`src/rtl/omm_pkg.sv`:
```
// Purpose: Shared constants and types for the output mute and margin control
// Assumes: 32-bit AXI4-Lite register access, one aligned word per register
// Notes:   Register indices are kept; byte address is four times the index
package omm_pkg;

  localparam int          NUM_CH          = 8;
  localparam int          NUM_DIV         = 6;
  localparam int          NUM_STAT        = 2;
  localparam int          ADDR_W          = 8;
  localparam int          DATA_W          = 32;

  localparam logic [7:0]  IDX_CHAN_MUTE   = 8'h16;
  localparam logic [7:0]  IDX_STAT_MUTE   = 8'h17;
  localparam logic [7:0]  IDX_DIV_DLY     = 8'h18;
  localparam logic [7:0]  IDX_STATUS      = 8'h19;
  localparam logic [ADDR_W-1:0] ADDR_CHAN_MUTE = ADDR_W'(IDX_CHAN_MUTE * 4);
  localparam logic [ADDR_W-1:0] ADDR_STAT_MUTE = ADDR_W'(IDX_STAT_MUTE * 4);
  localparam logic [ADDR_W-1:0] ADDR_DIV_DLY   = ADDR_W'(IDX_DIV_DLY * 4);
  localparam logic [ADDR_W-1:0] ADDR_STATUS    = ADDR_W'(IDX_STATUS * 4);

  localparam logic [7:0]  RST_CHAN_MUTE   = 8'hFF;
  localparam logic [1:0]  RST_STAT_MUTE   = 2'h2;
  localparam logic [5:0]  RST_DIV_DLY     = 6'h00;
  localparam logic [7:0]  MARGIN_MIN_DIV  = 8'h08;

  localparam logic [1:0]  RESP_OKAY       = 2'h0;
  localparam logic [1:0]  RESP_SLVERR     = 2'h2;

  typedef struct packed {
    logic [NUM_CH-1:0]   chan_gate;
    logic [NUM_STAT-1:0] stat_gate;
  } omm_gate_t;

  typedef enum logic [1:0] {
    OMM_G_RUN  = 2'b00,
    OMM_G_WAIT = 2'b01,
    OMM_G_OFF  = 2'b10
  } omm_gstate_t;

endpackage : omm_pkg

```
`src/rtl/omm_gate_cell.sv`:
```
// Purpose: One glitch-free output gate, switching only at a clock low phase
// Assumes: clk_low is a level from the clock domain, already synchronised
// Notes:   Gate changes only while the divided clock sits low
`timescale 1ns/1ps
module omm_gate_cell (
  input  wire logic aclk,
  input  wire logic aresetn,
  input  wire logic want_off,
  input  wire logic clk_low,
  output logic      gate_off
);
  import omm_pkg::*;

  omm_gstate_t state_r;

  // Waiting for a low phase avoids cutting a high pulse short
  always_ff @(posedge aclk) begin
    if (!aresetn) begin
      state_r <= OMM_G_RUN;
    end else begin
      case (state_r)
        OMM_G_RUN:  if (want_off) state_r <= OMM_G_WAIT;
        OMM_G_WAIT: begin
          if (!want_off) state_r <= OMM_G_RUN;
          else if (clk_low) state_r <= OMM_G_OFF;
        end
        OMM_G_OFF:  if (!want_off && clk_low) state_r <= OMM_G_RUN;
        default:    state_r <= OMM_G_RUN;
      endcase
    end
  end

  assign gate_off = (state_r == OMM_G_OFF);
endmodule : omm_gate_cell

```
`src/rtl/omm_ctrl.sv`:
```
// Purpose: Output mute gating and divider margin enables with register file
// Assumes: Source-valid and clock-level inputs arrive from other domains
// Notes:   NVM load copies an image into the registers on a one-cycle strobe
`timescale 1ns/1ps
module omm_ctrl (
  input  wire logic                          aclk,
  input  wire logic                          aresetn,
  input  wire logic [omm_pkg::ADDR_W-1:0]    s_axi_awaddr,
  input  wire logic                          s_axi_awvalid,
  output logic                               s_axi_awready,
  input  wire logic [omm_pkg::DATA_W-1:0]    s_axi_wdata,
  input  wire logic [3:0]                    s_axi_wstrb,
  input  wire logic                          s_axi_wvalid,
  output logic                               s_axi_wready,
  output logic [1:0]                         s_axi_bresp,
  output logic                               s_axi_bvalid,
  input  wire logic                          s_axi_bready,
  input  wire logic [omm_pkg::ADDR_W-1:0]    s_axi_araddr,
  input  wire logic                          s_axi_arvalid,
  output logic                               s_axi_arready,
  output logic [omm_pkg::DATA_W-1:0]         s_axi_rdata,
  output logic [1:0]                         s_axi_rresp,
  output logic                               s_axi_rvalid,
  input  wire logic                          s_axi_rready,
  input  wire logic                          nvm_load,
  input  wire logic [7:0]                    nvm_chan_mute,
  input  wire logic [1:0]                    nvm_stat_mute,
  input  wire logic [5:0]                    nvm_div_dly,
  input  wire logic                          src_valid,
  input  wire logic [omm_pkg::NUM_CH-1:0]    chan_clk_lvl,
  input  wire logic [omm_pkg::NUM_STAT-1:0]  stat_clk_lvl,
  input  wire logic [omm_pkg::NUM_STAT-1:0]  stat_is_clock,
  input  wire logic [omm_pkg::NUM_DIV*8-1:0] div_value,
  output omm_pkg::omm_gate_t                 gate_off,
  output logic [omm_pkg::NUM_DIV-1:0]        div_margin_en
);
  import omm_pkg::*;

  logic [7:0]          chan_mute_r;
  logic [1:0]          stat_mute_r;
  logic [5:0]          div_dly_r;
  logic [DATA_W-1:0]   rdata_r;
  logic [1:0]          rresp_r;
  logic                rvalid_r;
  logic                bvalid_r;
  logic [1:0]          bresp_r;
  logic                aw_held_r;
  logic                w_held_r;
  logic [ADDR_W-1:0]   awaddr_r;
  logic [DATA_W-1:0]   wdata_r;
  logic [3:0]          wstrb_r;
  logic                wr_fire;
  logic                wr_hit;
  logic [ADDR_W-1:0]   wr_addr;
  logic [DATA_W-1:0]   wr_data;
  logic [3:0]          wr_strb;
  logic                rd_fire;

  // Two-flop synchronisers; first stage read only by the second
  logic                valid_s1_r;
  logic                valid_s2_r;
  logic [NUM_CH-1:0]   chan_s1_r;
  logic [NUM_CH-1:0]   chan_s2_r;
  logic [NUM_STAT-1:0] stat_s1_r;
  logic [NUM_STAT-1:0] stat_s2_r;
  logic [NUM_STAT-1:0] mode_s1_r;
  logic [NUM_STAT-1:0] mode_s2_r;

  always_ff @(posedge aclk) begin
    if (!aresetn) begin
      valid_s1_r <= 1'b0;
      valid_s2_r <= 1'b0;
      chan_s1_r  <= '0;
      chan_s2_r  <= '0;
      stat_s1_r  <= '0;
      stat_s2_r  <= '0;
      mode_s1_r  <= '0;
      mode_s2_r  <= '0;
    end else begin
      valid_s1_r <= src_valid;
      valid_s2_r <= valid_s1_r;
      chan_s1_r  <= chan_clk_lvl;
      chan_s2_r  <= chan_s1_r;
      stat_s1_r  <= stat_clk_lvl;
      stat_s2_r  <= stat_s1_r;
      mode_s1_r  <= stat_is_clock;
      mode_s2_r  <= mode_s1_r;
    end
  end

  // Write channel: address and data taken in either order
  assign s_axi_awready = !aw_held_r && !bvalid_r;
  assign s_axi_wready  = !w_held_r && !bvalid_r;

  // A firing write consumes both halves; holding one would replay it
  always_ff @(posedge aclk) begin
    if (!aresetn) begin
      aw_held_r <= 1'b0;
      awaddr_r  <= '0;
    end else if (wr_fire) begin
      aw_held_r <= 1'b0;
    end else if (s_axi_awvalid && s_axi_awready) begin
      aw_held_r <= 1'b1;
      awaddr_r  <= s_axi_awaddr;
    end
  end

  always_ff @(posedge aclk) begin
    if (!aresetn) begin
      w_held_r <= 1'b0;
      wdata_r  <= '0;
      wstrb_r  <= '0;
    end else if (wr_fire) begin
      w_held_r <= 1'b0;
    end else if (s_axi_wvalid && s_axi_wready) begin
      w_held_r <= 1'b1;
      wdata_r  <= s_axi_wdata;
      wstrb_r  <= s_axi_wstrb;
    end
  end

  assign wr_addr = aw_held_r ? awaddr_r : s_axi_awaddr;
  assign wr_data = w_held_r ? wdata_r : s_axi_wdata;
  assign wr_strb = w_held_r ? wstrb_r : s_axi_wstrb;
  assign wr_fire = !bvalid_r && (aw_held_r || s_axi_awvalid) && (w_held_r || s_axi_wvalid);
  assign wr_hit  = (wr_addr == ADDR_CHAN_MUTE) || (wr_addr == ADDR_STAT_MUTE)
                || (wr_addr == ADDR_DIV_DLY) || (wr_addr == ADDR_STATUS);

  always_ff @(posedge aclk) begin
    if (!aresetn) begin
      bvalid_r <= 1'b0;
      bresp_r  <= RESP_OKAY;
    end else if (wr_fire) begin
      bvalid_r <= 1'b1;
      bresp_r  <= wr_hit ? RESP_OKAY : RESP_SLVERR;
    end else if (s_axi_bready) begin
      bvalid_r <= 1'b0;
    end
  end

  assign s_axi_bvalid = bvalid_r;
  assign s_axi_bresp  = bresp_r;

  // Registers; NVM load wins over a bus write in the same cycle
  always_ff @(posedge aclk) begin
    if (!aresetn) begin
      chan_mute_r <= RST_CHAN_MUTE;
    end else if (nvm_load) begin
      chan_mute_r <= nvm_chan_mute;
    end else if (wr_fire && wr_addr == ADDR_CHAN_MUTE && wr_strb[0]) begin
      chan_mute_r <= wr_data[7:0];
    end
  end

  always_ff @(posedge aclk) begin
    if (!aresetn) begin
      stat_mute_r <= RST_STAT_MUTE;
    end else if (nvm_load) begin
      stat_mute_r <= nvm_stat_mute;
    end else if (wr_fire && wr_addr == ADDR_STAT_MUTE && wr_strb[0]) begin
      stat_mute_r <= wr_data[1:0];
    end
  end

  always_ff @(posedge aclk) begin
    if (!aresetn) begin
      div_dly_r <= RST_DIV_DLY;
    end else if (nvm_load) begin
      div_dly_r <= nvm_div_dly;
    end else if (wr_fire && wr_addr == ADDR_DIV_DLY && wr_strb[0]) begin
      div_dly_r <= wr_data[5:0];
    end
  end

  // Read channel: one read at a time, reserved bits read zero
  assign s_axi_arready = !rvalid_r;
  assign rd_fire       = s_axi_arvalid && s_axi_arready;

  always_ff @(posedge aclk) begin
    if (!aresetn) begin
      rvalid_r <= 1'b0;
      rdata_r  <= '0;
      rresp_r  <= RESP_OKAY;
    end else if (rd_fire) begin
      rvalid_r <= 1'b1;
      rresp_r  <= RESP_OKAY;
      case (s_axi_araddr)
        ADDR_CHAN_MUTE: rdata_r <= {24'h0, chan_mute_r};
        ADDR_STAT_MUTE: rdata_r <= {30'h0, stat_mute_r};
        ADDR_DIV_DLY:   rdata_r <= {26'h0, div_dly_r};
        // Status word is 17 bits wide; the upper 15 read zero
        ADDR_STATUS:    rdata_r <= {15'h0, div_margin_en, gate_off, valid_s2_r};
        default: begin
          rdata_r <= '0;
          rresp_r <= RESP_SLVERR;
        end
      endcase
    end else if (s_axi_rready) begin
      rvalid_r <= 1'b0;
    end
  end

  assign s_axi_rvalid = rvalid_r;
  assign s_axi_rdata  = rdata_r;
  assign s_axi_rresp  = rresp_r;

  // Mute request: enable bit and lost source decide, plus clock mode for status pins, never the mute level
  logic [NUM_CH-1:0]   chan_want;
  logic [NUM_STAT-1:0] stat_want;
  logic [NUM_CH-1:0]   chan_off;
  logic [NUM_STAT-1:0] stat_off;

  assign chan_want = chan_mute_r & {NUM_CH{!valid_s2_r}};
  assign stat_want = stat_mute_r & mode_s2_r & {NUM_STAT{!valid_s2_r}};

  genvar gi;
  generate
    for (gi = 0; gi < NUM_CH; gi++) begin : g_chan
      omm_gate_cell u_gate (
        .aclk     (aclk),
        .aresetn  (aresetn),
        .want_off (chan_want[gi]),
        .clk_low  (!chan_s2_r[gi]),
        .gate_off (chan_off[gi])
      );
    end
    for (gi = 0; gi < NUM_STAT; gi++) begin : g_stat
      omm_gate_cell u_gate (
        .aclk     (aclk),
        .aresetn  (aresetn),
        .want_off (stat_want[gi]),
        .clk_low  (!stat_s2_r[gi]),
        .gate_off (stat_off[gi])
      );
    end
  endgenerate

  // Non-clock status pins never held gated
  always_ff @(posedge aclk) begin
    if (!aresetn) begin
      gate_off <= '0;
    end else begin
      gate_off.chan_gate <= chan_off;
      gate_off.stat_gate <= stat_off & mode_s2_r;
    end
  end

  // Margin delay only takes effect above divide-by-eight
  always_ff @(posedge aclk) begin
    if (!aresetn) begin
      div_margin_en <= '0;
    end else begin
      for (int i = 0; i < NUM_DIV; i++) begin
        div_margin_en[i] <= div_dly_r[i] && (div_value[i*8 +: 8] > MARGIN_MIN_DIV);
      end
    end
  end

endmodule : omm_ctrl

```
`config.mk`:
```
export PLATFORM = sky130hd
export DESIGN_NAME = omm_ctrl
export DESIGN_NICKNAME = d
export VERILOG_FILES = /design/src/rtl/omm_pkg.sv /design/src/rtl/omm_gate_cell.sv /design/src/rtl/omm_ctrl.sv
export SDC_FILE = /design/constraint.sdc
export NUM_CORES = 1
export LEC_CHECK = 0
export ABC_AREA = 1
export BUFFER_PORTS_ARGS = -buffer_cell sky130_fd_sc_hd__buf_2
export CAP_MARGIN = 15
export CORE_ASPECT_RATIO = 2
export CORE_MARGIN = 3
export CORE_UTILIZATION = 37
export DETAILED_ROUTE_END_ITERATION = 8
export PLACE_DENSITY_LB_ADDON = 0.15
export RECOVER_POWER = 25
export SKIP_LAST_GASP = 1
export SLEW_MARGIN = 5
export SYNTH_ARGS = -nofsm -noshare
export SYNTH_HDL_FRONTEND = slang
export SYNTH_SLANG_ARGS = --single-unit
```
`constraint.sdc`:
```
create_clock -name aclk -period 2 [get_ports aclk]
set_clock_uncertainty 0.15 [all_clocks]
set_input_delay 0.3 -clock aclk [delete_from_list [all_inputs] [get_ports aclk]]
set_output_delay 0.3 -clock aclk [all_outputs]
set_load 0.01 [all_outputs]
```
==> results.txt, run 1 <==
Status = finished clean
Core area = 13200 um^2
Final wirelength = 13600 um
Worst path bufs/invs = 2
Final Slew Violations = 0
PD cells = 946 nW/um^2
Synth unique cells = 30
Die Area = 15200 um^2
Slowest cell on crit path = dfxtp_2
Final core occ = 51.1%
Dpl cell area = 5960 um^2
Initial antenna violation count = 0
Number of H-tree levels = 4
Nets@finish = 1006
DIE HEIGHT = 171 um
Total track usage = 18.3%
Multi-input gate area = 2140 um^2
N_diodes = 0
WL/cell = 13.2 um
Clk_lat worst skew = 0.41 ns
Starting Density = 38.3%
Vias per inst = 4.78
Global route total overflow = 0
Crit-path max FO = 15
Static leakage = 3.37 nW
Synthesis-stage register bit count = 118
Critical path type = reg -> reg
Register area = 2360 um^2
RSZ-0062 raised after global routing = no
1st-pass router iterations = 4
Initial DRC count = 221
Yosys top cell by area = dfxtp_1
Vias in the first global route = 4819
Port bufs = 149
Root buf cell = clkbuf_16
Final estimated routing congestion in global placement = 0.847
Die width = 88.7 um
Max Freq = 0.554 GHz
Total number of vias = 4941
Final setup viols = 0
CP Cell Sequence = inv_2 > nand2_2 > nand3b_4 > nor2_4 > buf_4 > nand3_1 > nand2_1 > nand2_1 > nand2_1 > nor2_1
Final worst-path cycle share = 90.3%
Endpoints failing hold = 0
Critical path required time = 2.14 ns
# DRC = 0
Synth area leaders = dfxtp_1 (47%), nand2_1 (12%), inv_1 (7.0%), a21oi_1 (6.1%), nand3_1 (4.9%)
Clock Pin Slew Worst Setup and Hold Paths = 0.06 ns
CP delay by family, top = simple AND/OR/NAND/NOR gates
Maxcap violations = 0
Setup TNS = 0 ns
Slowest stage delay, CP = 0.48 ns
Syn Inst Count = 693
IO Count = 194
Sequential share of the synthesized area = 46.7%
Layout cells sized above 1 = 23.8%
Cell area after layout = 6750 um^2
Synthesis-to-layout area growth = 33.5%
Final hold slack = 0.0106 ns
# fillers = 1318
Most Frequent Cell on Critical Path = nand2_1
VDD IR max = 0.549 mV
Min-delay worst type = in -> reg
Most frequent cells in the layout = nand2_1 (160), buf_2 (148), dfxtp_1 (117)
CP Launch Type = register
Power, Total = 6.39 mW
First-pass GRT wire length = 21600 um
Final std cells w/o fill = 1034
Setup WS post-layout = 0.194 ns
CP Capture Type = register
Clock sinks = 118
Post-Syn Area = 5060 um^2
Pin count of the biggest net entering global routing = 75
Commonest non-fill, non-tap cell in the layout = nand2_1
Min cycle time layout = 1.81 ns
Synth warn = 0
Synth Area per Inst = 7.30 um^2
# rows = 59
CP arrival = 1.95 ns
Worst slack at placement = -0.0111 ns
DP HPWL = 10400 um
Routed Antenna Nets = 0
Placed instance count = 982
Post-synth top area share = 46.7%
CTS tree = built
CTS max path bufs = 2
CTS buffer count = 17
## worst paths after layout
check | start | endpoint | slack (ns) | depth (start not counted)
hold / removal | div_value[27] | div_margin_en[3]$_SDFF_PN0_ | 0.01 | 3
setup reg to reg | aw_held_r$_SDFFE_PP0N_ | stat_mute_r[0]$_SDFFE_PN0P_ | 0.19 | 10
setup / recovery | aw_held_r$_SDFFE_PP0N_ | stat_mute_r[0]$_SDFFE_PN0P_ | 0.19 | 10
hold reg to reg | chan_s1_r[0]$_SDFF_PN0_ | chan_s2_r[0]$_SDFF_PN0_ | 0.26 | 2
## kinds of logic (layout without fill, tap and decap cells)
family          after synthesis  in the layout  synth area share, %
simple gates                293            293                 25.6
buf+inv                     143            316                 12.4
compound gates              138            138                 15.2
flops                       118            118                 46.7
other cells                   1             17               0.0741
## power breakdown
group	internal, mW	switching (mW)	total, mW
registers	2.51	0.0882	2.60
clock network	1.87	1.12	3.00
logic	0.333	0.459	0.792
## cell usage after synthesis (all sizes together)
library cell and instances:
a21boi 1, a2111oi 3, nand3b 1, o31ai 7, nand3 56, o21ai 46
and3 1, clkinv 2, nor2 46, o211ai 9, nand4 2, o21a 3
buf 28, conb 1, a211oi 7, nor3 14, nand2 163, clkbuf 17
nor3b 2, nor4 8, dfxtp 118, inv 96, a21oi 62
## routing by layer
layer	vias to the layer above	wire [um]	global-route usage, %	share of wire (%)
met4	0	395	9.28	2.9
met1	2200	5140	18.2	38
met5	-	0	0	0
met3	28	610	3.64	4.5
met2	149	7500	34.6	55
li1	2564	-	-	-
## worst min-delay path, delay by kind of cell
family,cells,cell delay [ns]
AOI/OAI and AO/OA,2,0.11
buffers and inverters,1,0.09
## state kept, by name, indices dropped and copies added, names as in the netlist, 2 cells and up
signal,count
mode_s2_r,2
awaddr_r,8
g_stat.u_gate.state_r,4
chan_s1_r,8
div_dly_r,6
stat_s1_r,2
stat_mute_r,2
div_margin_en,6
wdata_r,8
gate_off,10
chan_s2_r,8
mode_s1_r,2
stat_s2_r,2
g_chan.u_gate.state_r,16
s_axi_rdata,17
chan_mute_r,8
## final cells by class
class | count | area share, %
tap | 152 | 2.82
inverter | 98 | 5.45
clock inverter | 14 | 2.26
timing repair buffer | 186 | 16.3
multi-input combinational | 448 | 31.6
clock buffer | 18 | 6.50
sequential | 118 | 35.0
## timing repair
| action | 4_1_cts | 5_1_grt |
|---|---|---|
| hold endpoints to repair | 18 | 0 |
| setup buffers | 0 | 0 |
| setup endpoints to repair | 3 | 1 |
| hold buffers | 20 | 0 |
| resized for setup | 1 | 1 |
| pin swaps | 0 | 0 |
Note: power is estimated with default switching activity, not from simulation.
==> inputs of run 2 (changes only) <==
BUFFER_PORTS_ARGS = -buffer_cell sky130_fd_sc_hd__clkbuf_2   (was -buffer_cell sky130_fd_sc_hd__buf_2)
CAP_MARGIN = 0   (was 15)
MAX_ROUTING_LAYER = met4   (was unset)
==> run 2 against run 1 <==
First-iteration DRC count rose by 0.90%. Non-clock buffer count rose by 7. Critical path depth did not move. Sequential power barely moved. Register-to-register slack improved by 0.05 ns. Via count rose by 1.4%. Count of clock-buffer cells in the layout fell by 1. Critical path type unchanged. Largest cell class unchanged.
==> results.txt, run 2 (same netlist as run 1, synthesis figures left out) <==
Status = finished clean
Slew @ Worst Pin = 0.977 ns
PD cells = 960 nW/um^2
WL/cell = 13.1 um
Dpl cell area = 5980 um^2
VDD IR max = 0.579 mV
Nets@finish = 1013
Min cycle time layout = 1.76 ns
Initial DRC count = 223
CTS max path bufs = 2
CTS buffer count = 17
Pin count of the biggest net entering global routing = 75
CP Capture Type = register
Setup TNS = 0 ns
Die Area = 15200 um^2
Routed Antenna Nets = 0
DIE HEIGHT = 171 um
CP arrival = 1.92 ns
Final core occ = 51.7%
Vias per inst = 4.81
Comb pwr share = 12.3%
Root buf cell = clkbuf_16
Max FFs per register = 17
Synthesis-to-layout area growth = 35.1%
Final estimated routing congestion in global placement = 0.855
Endpoints failing hold = 0
Max Freq = 0.568 GHz
Int Pwr = 4.85 mW
Clock Pin Slew Worst Setup and Hold Paths = 0.06 ns
CP Launch Type = register
Static leakage = 3.40 nW
Layout cells sized above 1 = 23.8%
IO Count = 194
First-pass GRT wire length = 21400 um
# DRC = 0
Switching Power = 1.71 mW
Die width = 88.7 um
Critical path type = reg -> reg
Final worst-path cycle share = 88.0%
Final wirelength = 13700 um
RSZ-0062 raised after global routing = no
Vias in the first global route = 4750
Min-delay worst type = in -> reg
Port bufs = 149
Total number of vias = 5011
Slew HR = 34.8%
# rows = 59
Maxcap violations = 0
Clock Power Share = 48.0%
Clk_lat worst skew = 0.41 ns
Final setup viols = 0
Initial antenna violation count = 0
N_diodes = 0
Final hold slack = 0.0282 ns
1st-pass router iterations = 4
CTS tree = built
Starting Density = 38.3%
Final Slew Violations = 0
Commonest non-fill, non-tap cell in the layout = nand2_1
Critical path required time = 2.16 ns
Total track usage = 18.8%
DP HPWL = 10600 um
Most frequent cells in the layout = nand2_1 (160), clkbuf_2 (148), dfxtp_1 (117)
Global route total overflow = 0
Switching Share = 26.1%
Cell area after layout = 6830 um^2
Crit-path max FO = 14
Sequential power share = 39.7%
Number of H-tree levels = 4
Core area = 13200 um^2
Clock sinks = 118
-- run 2: cell types whose count changed in the layout (fill, tap and decap cells not counted) --
cell,previous run,this run
buf_2,148,0
clkbuf_2,1,148
dlygate4sd3_1,20,24
buf_4,12,15
inv_6,2,5
clkinv_2,2,0
clkinv_4,4,2
bufinv_16,2,3
clkbuf_1,2,3
clkbuf_8,1,0
inv_8,0,1
nand3_2,5,6
nand3_4,1,0
-- run 2: what timing repair did --
| item | in CTS | in global routing |
|---|---|---|
| endpoints found under the hold margin | 23 | 0 |
| hold buffers | 24 | 0 |
| setup endpoints to repair | 0 | 21 |
| gates resized for setup | 0 | 1 |
| setup buffers | 0 | 0 |
-- run 2: cell type report --
class	instances	area (um^2)
clock inverter	15	193
fill	1338	6380
timing repair buffer	193	1160
clock buffer	17	425
sequential	118	2360
inverter	98	368
multi-input combinational	448	2130
tap	152	190
-- run 2: power by group through the flow --
stage	sequential, mW	combinational [mW]	clock (mW)
global placement	2.65	0.758	0
floorplan	2.64	0.483	0
finish	2.60	0.808	3.15
global route	2.62	0.919	3.35
detailed placement	2.65	0.779	0
CTS	2.60	0.819	3.22
-- run 2: path summary, 6_finish.rpt --
kind | from | end | slack, ns | cells after the start
min reg2reg | valid_s1_r$_SDFF_PN0_ | valid_s2_r$_SDFF_PN0_ | 0.26 | 2
min | s_axi_awvalid | aw_held_r$_SDFFE_PP0N_ | 0.03 | 3
max | aw_held_r$_SDFFE_PP0N_ | div_dly_r[1]$_SDFFE_PN0P_ | 0.24 | 10
max reg2reg | aw_held_r$_SDFFE_PP0N_ | div_dly_r[1]$_SDFFE_PN0P_ | 0.24 | 10
-- run 2: worst max-delay path: stages, from the launching register on --
cell	delay [ns]
dfxtp_2	0.39
inv_2	0.15
nand2_1	0.07
nand2_1	0.13
inv_1	0.07
nor2_1	0.12
nand3_2	0.26
nand2_1	0.16
nand2_1	0.06
nand2_1	0.05
nor2_1	0.04
-- run 2: stage by stage --
step | worst slack, ns | std cells | total power [mW]
5_1_grt | 0.0468 | 1041 | 6.88
6_report | 0.240 | 1041 | 6.56
4_1_cts | 0.0489 | 1041 | 6.64
3_5_place_dp | 0.0688 | 985 | 3.43
2_1_floorplan | 0.438 | 709 | 3.12
3_3_place_gp | 0.0779 | 985 | 3.41
-- run 2: per-layer routing --
metal / wire (um) / global-route usage [%] / share of wire (%) / vias up
li1: - / - / - / 2579
met1: 4960 / 17.1 / 36 / 2261
met2: 7710 / 35.8 / 56 / 146
met3: 647 / 3.93 / 4.7 / 25
met4: 346 / 8.62 / 2.5 / 0
met5: 0 / - / 0 / -
